## config.mk

```make
export PLATFORM = sky130hd
export DESIGN_NAME = banked_register_file_decode
export DESIGN_NICKNAME = d
export VERILOG_FILES = /design/src/core/banked_register_file_decode.v /design/src/core/standard_reg_mem.v
export VERILOG_INCLUDE_DIRS = /design/src /design/src/shared
export SDC_FILE = /design/constraint.sdc
export NUM_CORES = 2
export LEC_CHECK = 0
export CAP_MARGIN = 10
export CORE_MARGIN = 1
export CORE_UTILIZATION = 60
export CTS_CLUSTER_DIAMETER = 100
export CTS_CLUSTER_SIZE = 30
export DETAILED_ROUTE_END_ITERATION = 6
export DONT_BUFFER_PORTS = 1
export HOLD_SLACK_MARGIN = 0.1
export PLACE_DENSITY_LB_ADDON = 0.12
export SLEW_MARGIN = 10
export SYNTH_ARGS = -nofsm -noshare
export SYNTH_HDL_FRONTEND = slang
export SYNTH_SLANG_ARGS = --single-unit
```

## constraint.sdc

```tcl
create_clock -name i_clock -period 7.1 [get_ports i_clock]
set_input_delay 0.71 -clock i_clock [delete_from_list [all_inputs] [get_ports i_clock]]
set_output_delay 0.71 -clock i_clock [all_outputs]
set_load 0.01 [all_outputs]
```

## src/shared/bank_decode_map.vh

```
/*
 holds the address map, field positions and reset values of the banked register decode.
 assumes inclusion by bare name from the core files.
*/
`ifndef BANK_DECODE_MAP_VH
`define BANK_DECODE_MAP_VH

`define POINTER_ADDR 8'hfd
`define POINTER_RESET 8'h00
`define BANK_LSB 0
`define BANK_MSB 3
`define GROUP_LSB 4
`define GROUP_MSB 7
`define BANK_STANDARD 4'h0
`define BANK_SERIAL 4'hc
`define BANK_CONTROL 4'hf
`define OVERLAY_TOP 4'h0
`define PORT_LAST 8'h03
`define GPR_LAST 8'hef
`define CTRL_FIRST 8'hf0
`define SER_COMPARE_ADDR 4'h0
`define SER_DATA_ADDR 4'h1
`define SER_CONTROL_ADDR 4'h2
`define PORT_CONTROL_ADDR 4'h0
`define STOP_MODE_ADDR 4'hb
`define WATCHDOG_ADDR 4'hf
`define RESERVED_READ 8'hff
`define EXP_RESET 8'h00

`endif

```

## src/core/banked_register_file_decode.v

```verilog
/*
 holds the banked register decode: pointer register, overlay of the lowest sixteen
 addresses by the expansion bank space, working-register address forming and the
 expansion registers of banks c and f; the standard file sits in standard_reg_mem.
 assumes the cpu issues at most one access per cycle, with read data one cycle later.
*/
// How it works
// RULE_01: sixteen banks of up to 256 bytes, each split into sixteen groups of sixteen.
// RULE_02: pointer low nibble picks the bank, high nibble picks the working group.
// RULE_03: the low-nibble code is the bank number, 0 standard through f.
// RULE_04: with a nonzero bank, addresses 00h to 0fh reach that bank's group 0.
// RULE_05: addresses 10h and up always reach the standard registers.
// RULE_06: only banks 0, c and f exist, banks c and f only in group 0.
// RULE_07: a 4-bit working operand joins the pointer high nibble into an 8-bit address.
// RULE_08: working operands in nonzero groups reach standard registers of that group.
// RULE_09: bank c holds serial compare, data and control at 00h, 01h, 02h.
// RULE_10: bank f holds port control, stop mode and watchdog mode at 00h, 0bh, 0fh.
// RULE_11: bank 0 holds ports at 00h-03h, general registers to efh, control from f0h.
// RULE_12: only a write to fdh changes the bank, and fdh is reachable in every bank.
// RULE_13: software reselects bank 0 before it needs ports or low general registers.
// RULE_14: a pointer read returns the current bank in its low four bits.
// RULE_15: reserved bank locations ignore writes and read as all ones.
`default_nettype none
`include "bank_decode_map.vh"

module banked_register_file_decode (
   input wire i_clock,
   input wire i_rstn,
   input wire i_rd,
   input wire i_wr,
   input wire i_working,
   input wire [7:0] i_addr,
   input wire [7:0] i_wdata,
   output reg [7:0] o_rdata,
   output wire [7:0] o_bank_group_pointer,
   output wire [7:0] o_serial_compare_reg,
   output wire [7:0] o_serial_txrx_data_reg,
   output wire [7:0] o_serial_control_reg,
   output wire [7:0] o_port_control_reg,
   output wire [7:0] o_stop_mode_reg,
   output wire [7:0] o_watchdog_mode_reg
);
   // read source, captured with each read
   localparam [1:0] SRC_MEM = 2'h0;
   localparam [1:0] SRC_PTR = 2'h1;
   localparam [1:0] SRC_EXP = 2'h2;
   localparam [1:0] SRC_RSV = 2'h3;

   // slots of the implemented expansion registers
   localparam [2:0] SLOT_SER_COMPARE = 3'h0;
   localparam [2:0] SLOT_SER_DATA = 3'h1;
   localparam [2:0] SLOT_SER_CONTROL = 3'h2;
   localparam [2:0] SLOT_PORT_CONTROL = 3'h3;
   localparam [2:0] SLOT_STOP_MODE = 3'h4;
   localparam [2:0] SLOT_WATCHDOG = 3'h5;
   localparam SLOTS = 6;

   reg [7:0] bank_group_pointer_ff;
   reg [7:0] exp_rdata_ff;
   reg [7:0] nxt_exp_rdata;
   reg [1:0] src_ff;
   reg [1:0] nxt_src;
   reg [7:0] eff_addr;
   reg [3:0] bank;
   reg [3:0] group;
   reg [3:0] offset;
   reg overlay;
   reg ptr_hit;
   reg exp_hit;
   reg [2:0] exp_idx;
   reg mem_wr;
   reg ptr_wr;
   wire [7:0] mem_rdata;
   wire [8*SLOTS-1:0] exp_flat;
   wire [SLOTS-1:0] exp_we;

   // pointer fields and effective address
   always @* begin
      bank = bank_group_pointer_ff[`BANK_MSB:`BANK_LSB]; // [RULE_02] [RULE_03]
      group = bank_group_pointer_ff[`GROUP_MSB:`GROUP_LSB]; // [RULE_02]
      if (i_working) begin
         eff_addr = {group, i_addr[3:0]}; // [RULE_07] [RULE_08]
      end else begin
         eff_addr = i_addr;
      end
      offset = eff_addr[3:0];
      // only the lowest sixteen addresses are overlaid
      overlay = (eff_addr[7:4] == `OVERLAY_TOP) && (bank != `BANK_STANDARD); // [RULE_04] [RULE_05]
      ptr_hit = (eff_addr == `POINTER_ADDR); // [RULE_12]
   end

   // implemented expansion registers; every other overlaid byte is reserved
   always @* begin
      exp_hit = 1'b0;
      exp_idx = SLOT_SER_COMPARE;
      case (bank)
         `BANK_SERIAL: begin // [RULE_09]
            case (offset)
               `SER_COMPARE_ADDR: begin
                  exp_hit = overlay;
                  exp_idx = SLOT_SER_COMPARE;
               end
               `SER_DATA_ADDR: begin
                  exp_hit = overlay;
                  exp_idx = SLOT_SER_DATA;
               end
               `SER_CONTROL_ADDR: begin
                  exp_hit = overlay;
                  exp_idx = SLOT_SER_CONTROL;
               end
               default: begin
                  exp_hit = 1'b0;
                  exp_idx = SLOT_SER_COMPARE;
               end
            endcase
         end
         `BANK_CONTROL: begin // [RULE_10]
            case (offset)
               `PORT_CONTROL_ADDR: begin
                  exp_hit = overlay;
                  exp_idx = SLOT_PORT_CONTROL;
               end
               `STOP_MODE_ADDR: begin
                  exp_hit = overlay;
                  exp_idx = SLOT_STOP_MODE;
               end
               `WATCHDOG_ADDR: begin
                  exp_hit = overlay;
                  exp_idx = SLOT_WATCHDOG;
               end
               default: begin
                  exp_hit = 1'b0;
                  exp_idx = SLOT_SER_COMPARE;
               end
            endcase
         end
         default: begin // [RULE_06]
            exp_hit = 1'b0;
            exp_idx = SLOT_SER_COMPARE;
         end
      endcase
   end

   // bank 0 memory takes every write that is neither overlaid nor the pointer
   always @* begin
      ptr_wr = i_wr && ptr_hit; // [RULE_12]
      mem_wr = i_wr && !overlay && !ptr_hit; // [RULE_11] [RULE_15]
   end

   // read source and the data of the non-memory sources
   always @* begin
      if (ptr_hit) begin
         nxt_src = SRC_PTR;
         nxt_exp_rdata = bank_group_pointer_ff; // [RULE_14]
      end else if (exp_hit) begin
         nxt_src = SRC_EXP;
         nxt_exp_rdata = exp_flat[{exp_idx, 3'h0} +: 8];
      end else if (overlay) begin
         nxt_src = SRC_RSV;
         nxt_exp_rdata = `RESERVED_READ; // [RULE_06] [RULE_15]
      end else begin
         nxt_src = SRC_MEM;
         nxt_exp_rdata = `RESERVED_READ;
      end
   end

   standard_reg_mem u_mem (
      .i_clock(i_clock),
      .i_wr(mem_wr),
      .i_addr(eff_addr),
      .i_wdata(i_wdata),
      .o_rdata(mem_rdata)
   );

   always @(posedge i_clock) begin
      if (!i_rstn) begin
         bank_group_pointer_ff <= `POINTER_RESET;
      end else if (ptr_wr) begin
         bank_group_pointer_ff <= i_wdata; // [RULE_12]
      end
   end

   // one byte register per implemented expansion slot
   genvar g;
   generate
      for (g = 0; g < SLOTS; g = g + 1) begin : g_exp
         localparam [2:0] IDX = g;
         reg [7:0] slot_ff;
         assign exp_we[g] = i_wr && exp_hit && (exp_idx == IDX);
         always @(posedge i_clock) begin
            if (!i_rstn) begin
               slot_ff <= `EXP_RESET;
            end else if (exp_we[g]) begin
               slot_ff <= i_wdata; // [RULE_01]
            end
         end
         assign exp_flat[8*g+7:8*g] = slot_ff;
      end
   endgenerate

   always @(posedge i_clock) begin
      if (!i_rstn) begin
         exp_rdata_ff <= 8'h00;
         src_ff <= SRC_EXP;
      end else if (i_rd) begin
         exp_rdata_ff <= nxt_exp_rdata;
         src_ff <= nxt_src;
      end
   end

   // memory read data are already registered inside the memory
   always @* begin
      case (src_ff)
         SRC_MEM: o_rdata = mem_rdata;
         SRC_PTR: o_rdata = exp_rdata_ff;
         SRC_EXP: o_rdata = exp_rdata_ff;
         SRC_RSV: o_rdata = `RESERVED_READ; // [RULE_15]
         default: o_rdata = exp_rdata_ff;
      endcase
   end

   assign o_bank_group_pointer = bank_group_pointer_ff;
   assign o_serial_compare_reg = exp_flat[7:0];
   assign o_serial_txrx_data_reg = exp_flat[15:8];
   assign o_serial_control_reg = exp_flat[23:16];
   assign o_port_control_reg = exp_flat[31:24];
   assign o_stop_mode_reg = exp_flat[39:32];
   assign o_watchdog_mode_reg = exp_flat[47:40];
endmodule // banked_register_file_decode

`default_nettype wire

```

## src/core/standard_reg_mem.v

```verilog
/*
 holds the 256-byte standard register file (bank 0) as a small memory.
 assumes one clock, synchronous write, registered read data.
*/
`default_nettype none

module standard_reg_mem (
   input wire i_clock,
   input wire i_wr,
   input wire [7:0] i_addr,
   input wire [7:0] i_wdata,
   output reg [7:0] o_rdata
);
   reg [7:0] mem [0:255];

   always @(posedge i_clock) begin
      if (i_wr) begin
         mem[i_addr] <= i_wdata;
      end
      o_rdata <= mem[i_addr];
   end
endmodule // standard_reg_mem

`default_nettype wire

```

**Word level (Yosys, flattened, before mapping)**

Memories as Yosys holds them, arrays and structs flattened. A register that Yosys moved wholly into a read port is not among the register bits.
Index checks and enable logic that the tools add are counted.
W data, S select, Z words.

- Bits in latches: 0
- Memories kept: 1
- Output and inout port bits: 64
- Bits in writable memories: 2048
- Bits in read-only memories: 0
- Input port bits: 21
- Bits in registers: 66
- Word-level logic and storage cells: 62

- $add $sub $neg: 0
- Multipliers: 0
- Div/mod/pow operators: 0
- Bitwise operators: 0
- Reduce and logical (&&, ||, !) cells: 21
- Equal/unequal tests: 15
- Magnitude comparators: 0
- Shifts and indexed selects: 1
- Mux-type cells: 15

Memory list:

| name | depth | bits a word | rd ports | clocked after memory_dff | write ports | RTL line | source |
|---|---|---|---|---|---|---|---|
| u_mem.mem | 256 | 8 | 1 | 1 | 1 | standard_reg_mem.v:14 | `reg [7:0] mem [0:255];` |

Operators with widths:

| cell | count |
|---|---|
| $shiftx A48 B7 Y8 | 1 |
| $mux W8 | 3 |
| $pmux W8 S3 | 1 |
| $eq A4 B4 Y1 const B | 4 |
| $logic_and A1 B1 Y1 | 11 |
| $pmux W3 S3 | 1 |
| $eq A8 B8 Y1 const B | 1 |
| $logic_not A4 Y1 | 2 |
| $eq A3 B2 Y1 const B | 2 |
| $eq A3 B3 Y1 const B | 2 |
| $mux W2 | 3 |
| $pmux W3 S2 | 1 |
| $reduce_or A3 Y1 | 2 |
| $eq A2 B2 Y1 const B | 2 |
| $eq A4 B1 Y1 const B | 1 |
| $eq A4 B2 Y1 const B | 1 |
| $mux W1 | 4 |
| $pmux W2 S2 | 1 |
| $reduce_bool A4 Y1 | 1 |
| $eq A3 B1 Y1 const B | 1 |
| $logic_not A3 Y1 | 1 |
| $eq A2 B1 Y1 const B | 1 |
| $logic_not A1 Y1 | 2 |
| $logic_not A2 Y1 | 1 |
| 2 further kinds | 2 |

**Depth between registers and ports, before layout**

- Depth after elaboration: 8
- Gate-level depth with buffers: 11
- Depth with buffers taken out: 6

**Modules after synthesis**

From an unflattened synthesis, not the netlist that was laid out.

- Cells, all modules: 3907
- Area, all modules: 81876.0 um2

By module, submodules not included:

| module | cells each | area an instance (um2) | times used | sequential area each (um2) |
|---|---|---|---|---|
| standard_reg_mem | 3547 | 78492.8 | 1 | 61659.1 |
| banked_register_file_decode | 360 | 3383.2 | 1 | 1321.3 |

**Least setup slack after synthesis**

No wires, ideal clock.

- Path type: input-to-reg
- From: input i_addr[1]
- To: memory u_mem.mem[80][0], enable pin
- Arrival time: 2858 ps
- Required time: 6730 ps
- Library setup time: 370 ps
- Slack: 3872 ps
- Cell stages on the path: 10
- Buffers on the path: 7
- Path through: buf_4 > buf_4 > buf_2 > buf_4 > buf_2 > buf_2 > nor3_1 > nand2_1 > buf_2 > nor2_1

- Cells in the longest elaborated chain, start to end: 6

RTL lines:

| item | RTL line | source |
|---|---|---|
| start: declaration | banked_register_file_decode.v:32 | `input wire [7:0] i_addr,` |
| $mux W8 (*) | banked_register_file_decode.v:81 | `if (i_working) begin` |
| $eq A8 B8 Y1 (no line) | n/a |  |
| $logic_not A1 Y1 | banked_register_file_decode.v:147 | `mem_wr = i_wr && !overlay && !ptr_hit;` |
| $logic_and A1 B1 Y1 | banked_register_file_decode.v:147 |  |
| $mux W1 | standard_reg_mem.v:17 | `if (i_wr) begin` |
| $mux W1 (not written as such) | standard_reg_mem.v:18 | `mem[i_addr] <= i_wdata;` |
| end: declaration | standard_reg_mem.v:14 |  |

Mark *: on every way between the ends. The rest lies on a longest branch, timed or not.

**Worst setup path after layout**

- From: input i_addr[0]
- To: register u_mem.o_rdata[3], read port of u_mem.mem

- Cells in the longest elaborated chain, start to end: 1

RTL lines:

| item | RTL line | source |
|---|---|---|
| $mux W8 | banked_register_file_decode.v:81 |  |
| end: declaration | standard_reg_mem.v:12 | `output reg [7:0] o_rdata` |

No other way between the ends.
A chain may end at the register's enable or synchronous reset.

==> metrics.cfg <==
[run_status]
status = finished with violations
violations = DRC, slew limit

[worst_setup_path]
startpoint = i_addr[0]
cp.arrival_ns = 5.34
ff2ff_setup_slack_ns = 2.63
cp-start-kind = primary input
worstSetupEndpoint = u_mem.o_rdata[3]
r2r_start = o_bank_group_pointer[4]
r2r_end = u_mem.mem[136][2]
end_kind = flip-flop
required_ns = 7.66
ff2ff_path_depth = 8
worstPathMaxFanout = 109
criticalPathCategory = primary input to flip-flop

[die]
dieArea_sq_um = 140000
rows = 136
chipWidth_um = 374
start_util_pct = 60.4
die_y_um = 374
core_sq_um = 137000
io-pin-count = 85

[route]
detail_route.wirelength_um = 216000
antenna_left = 0
via_per_inst = 7.15
via_count = 41600
dr.pass1.iters = 7
wl_per_cell_um = 37.2
drc = 1
drtIter0Drc = 6395

[yosys]
synth.yosys.seq_area_share_pct = 75.9
synth_top_area_share_pct = 74.1
postSynthCellCount = 4084
synthDistinctLibCells = 78
synthArstFlopShare_pct = 0
synth_top_cell_by_area = edfxtp_1
avgSynthCellArea_sq_um = 20.3
synth-edff-count = 2048
yosysWarnings = 0
synth-seq-cells = 2122
ys.flop_type = edfxtp_1
synth_area_sq_um = 83000
synth.area.top_cells = edfxtp_1 (74%), mux4_2 (13%), mux2i_1 (1.9%), dfxtp_1 (1.8%), nor2_1 (1.3%)

[timing]
fmaxAchievable_mhz = 209
relSlewSlack_pct = -59.7
final.setup.worst_slack_ns = 2.32
min_period_over_period_pct = 67.4
hold_viol = 0
slew_viol_final = 259
clock-skew-final_ns = 0.0377
whs_ns = 0.157
worst_pin_slew_ns = 2.40
setup_viol = 0
rsz0062_at_grt = false
tns_ns = 0
period_needed_ns = 4.78

[global_route]
grt_start_max_net_pins = 570
grt_pass1_wl_um = 304000
gr-usage-all-layers_pct = 31.0
antenna_found_initial = 7
grt_pass1_vias = 40100
grt_overflow = 0

[clocking]
clk_path_buf_depth = 3
numClockSinks = 2122
cts_max_level = 3
root_buffer = clkbuf_16
cts_resized = 0
numCtsBuffers = 81
clock_latency_ns = 0.73
cts_tree = done
clkTransAtPathRegs_ns = 0.11

[power]
ir_worst_vdd_uv = 165
p_leak_nw = 26.5
p_per_area_nw_per_um2 = 235
power_mw = 20.4

[place]
dp_hpwl_um = 123000
io_buffers = 0
preCtsSetupSlack_ns = 2.85
dp_cells = 5687
place_congestion = 0.948

[layout]
largest_register_ffs = 2048
largest_register = u_mem.mem
final_nets = 4023
area_growth_syn_to_layout_pct = 4.90
drive_gt1_share_pct = 17.5
nFillCells = 9246
finalNonFillerCells = 5817

[min_path]
min_path_type = primary input to flip-flop
hold_path_startpoint = i_wdata[4]

[run]
max_cap_viol_count = 0

-- routing by layer --
layer | up-vias | share of wire, % | track usage, %
met2 | 2467 | 46 | 46.2
met5 | - | 0.010 | 0
li1 | 16600 | - | -
met4 | 4 | 3.9 | 10.6
met3 | 381 | 11 | 7.28
met1 | 22100 | 39 | 45.8
-- synth_stat cells, types with 6 or more instances --
library cell  instances
clkbuf_1             91
a22o_1               24
a221o_1              10
buf_4                32
inv_1                12
mux2i_1             161
mux2_2               13
nor3_1               10
dfxtp_1              74
a21boi_1             12
nand4_1              18
buf_2                93
nand2_1              96
o2111ai_1            12
nor4_1                8
o21ai_0              57
nand2b_1              6
nor2_1              293
a21oi_1              38
nor2b_1              50
o41ai_1               9
buf_6                17
o31ai_1               7
o21a_1               13
a21boi_0             12
o22ai_1              27
mux4_2              487
a22oi_1              88
edfxtp_1           2048
a221oi_1             25
and3_1               15
buf_1                24
or2_2                 8
a211oi_1             15
a2111oi_0             6
o211ai_1             15
a31oi_1               9
nand3_1              57
nor3b_1               7
-- worst min-delay path by stage --
| stage | to | slack [ns] | cells past startpoint |
|---|---|---|---|
| 2_1_floorplan | o_port_control_reg[1] | 0.49 | 2 |
| 3_3_place_gp | o_port_control_reg[4] | 0.51 | 2 |
| 3_5_place_dp | o_port_control_reg[4] | 0.52 | 2 |
| 4_1_cts | u_mem.mem[92][0] | 0.10 | 0 |
| 5_1_grt | u_mem.mem[56][5] | 0.11 | 0 |
| 6_report | u_mem.mem[124][4] | 0.16 | 0 |
-- cell usage in the layout (no fill, tap or decap), types with 16 or more instances in the layout --
cell / instances
nand2_1: 95
clkbuf_16: 83
buf_4: 59
dfxtp_1: 74
mux4_2: 487
a22o_1: 24
nand3_1: 57
a221oi_1: 25
a22oi_1: 88
a21oi_1: 35
edfxtp_1: 2048
mux2i_1: 161
nand4_1: 18
nor2b_1: 47
nor2_1: 292
o21ai_0: 54
dlygate4sd3_1: 16
o22ai_1: 20
-- through the flow --
| step | util (%) | instance area (sq um) |
|---|---|---|
| after floorplan | - | 83000 |
| after global placement | 61.5 | 84500 |
| after detailed placement | 61.5 | 84500 |
| after CTS | 63.3 | 86900 |
| after global routing | 63.4 | 87100 |
| final | 63.4 | 87100 |
-- what timing repair did --
item	4_1_cts	5_1_grt
hold endpoints to repair	251	7
buffers inserted	0	0
hold buffers	17	3
-- worst max-delay path, cell delays in order --
cell     delay, ns
buf_16        0.49
buf_16        0.64
buf_16        0.63
mux4_2        0.59
a22oi_1       0.25
nand4_1       0.36
o41ai_1       1.02
nand4_1       0.22
-- logic make-up (layout without fill, tap and decap cells) --
logic type               Yosys count  count (layout)  share of synthesized area, %
flip-flops                      2122            2122                          75.9
multiplexers                     661             661                          15.3
AND/OR/NAND/NOR                  600             600                          3.35
AO/OA/AOI/OAI                    426             426                          3.75
buffers and inverters            272             202                          1.67
adder cells (fa/ha/maj)            2               2                        0.0301
other                              1              10                       0.00452
-- area by class of cell --
class                   instances  area, sq um  share of cell area [%]
inverters                      15         58.8                  0.0675
clock buffers                  98         2130                    2.45
clock inverters                 6         73.8                  0.0848
diodes                          2         5.00                 0.00575
multi-input cells            1697        18800                    21.6
well taps                    1794         2240                    2.58
flip-flops and latches       2122        63000                    72.3
repair buffers                 83          801                   0.920
-- where the power goes --
part           leakage (nW)  internal [mW]  switching [mW]  total (mW)
logic                  6.40          0.394           0.507       0.901
registers              19.0           13.7          0.0248        13.8
clock network          1.07           2.17            3.61        5.78
No activity file was read; power rests on OpenSTA's default activity.
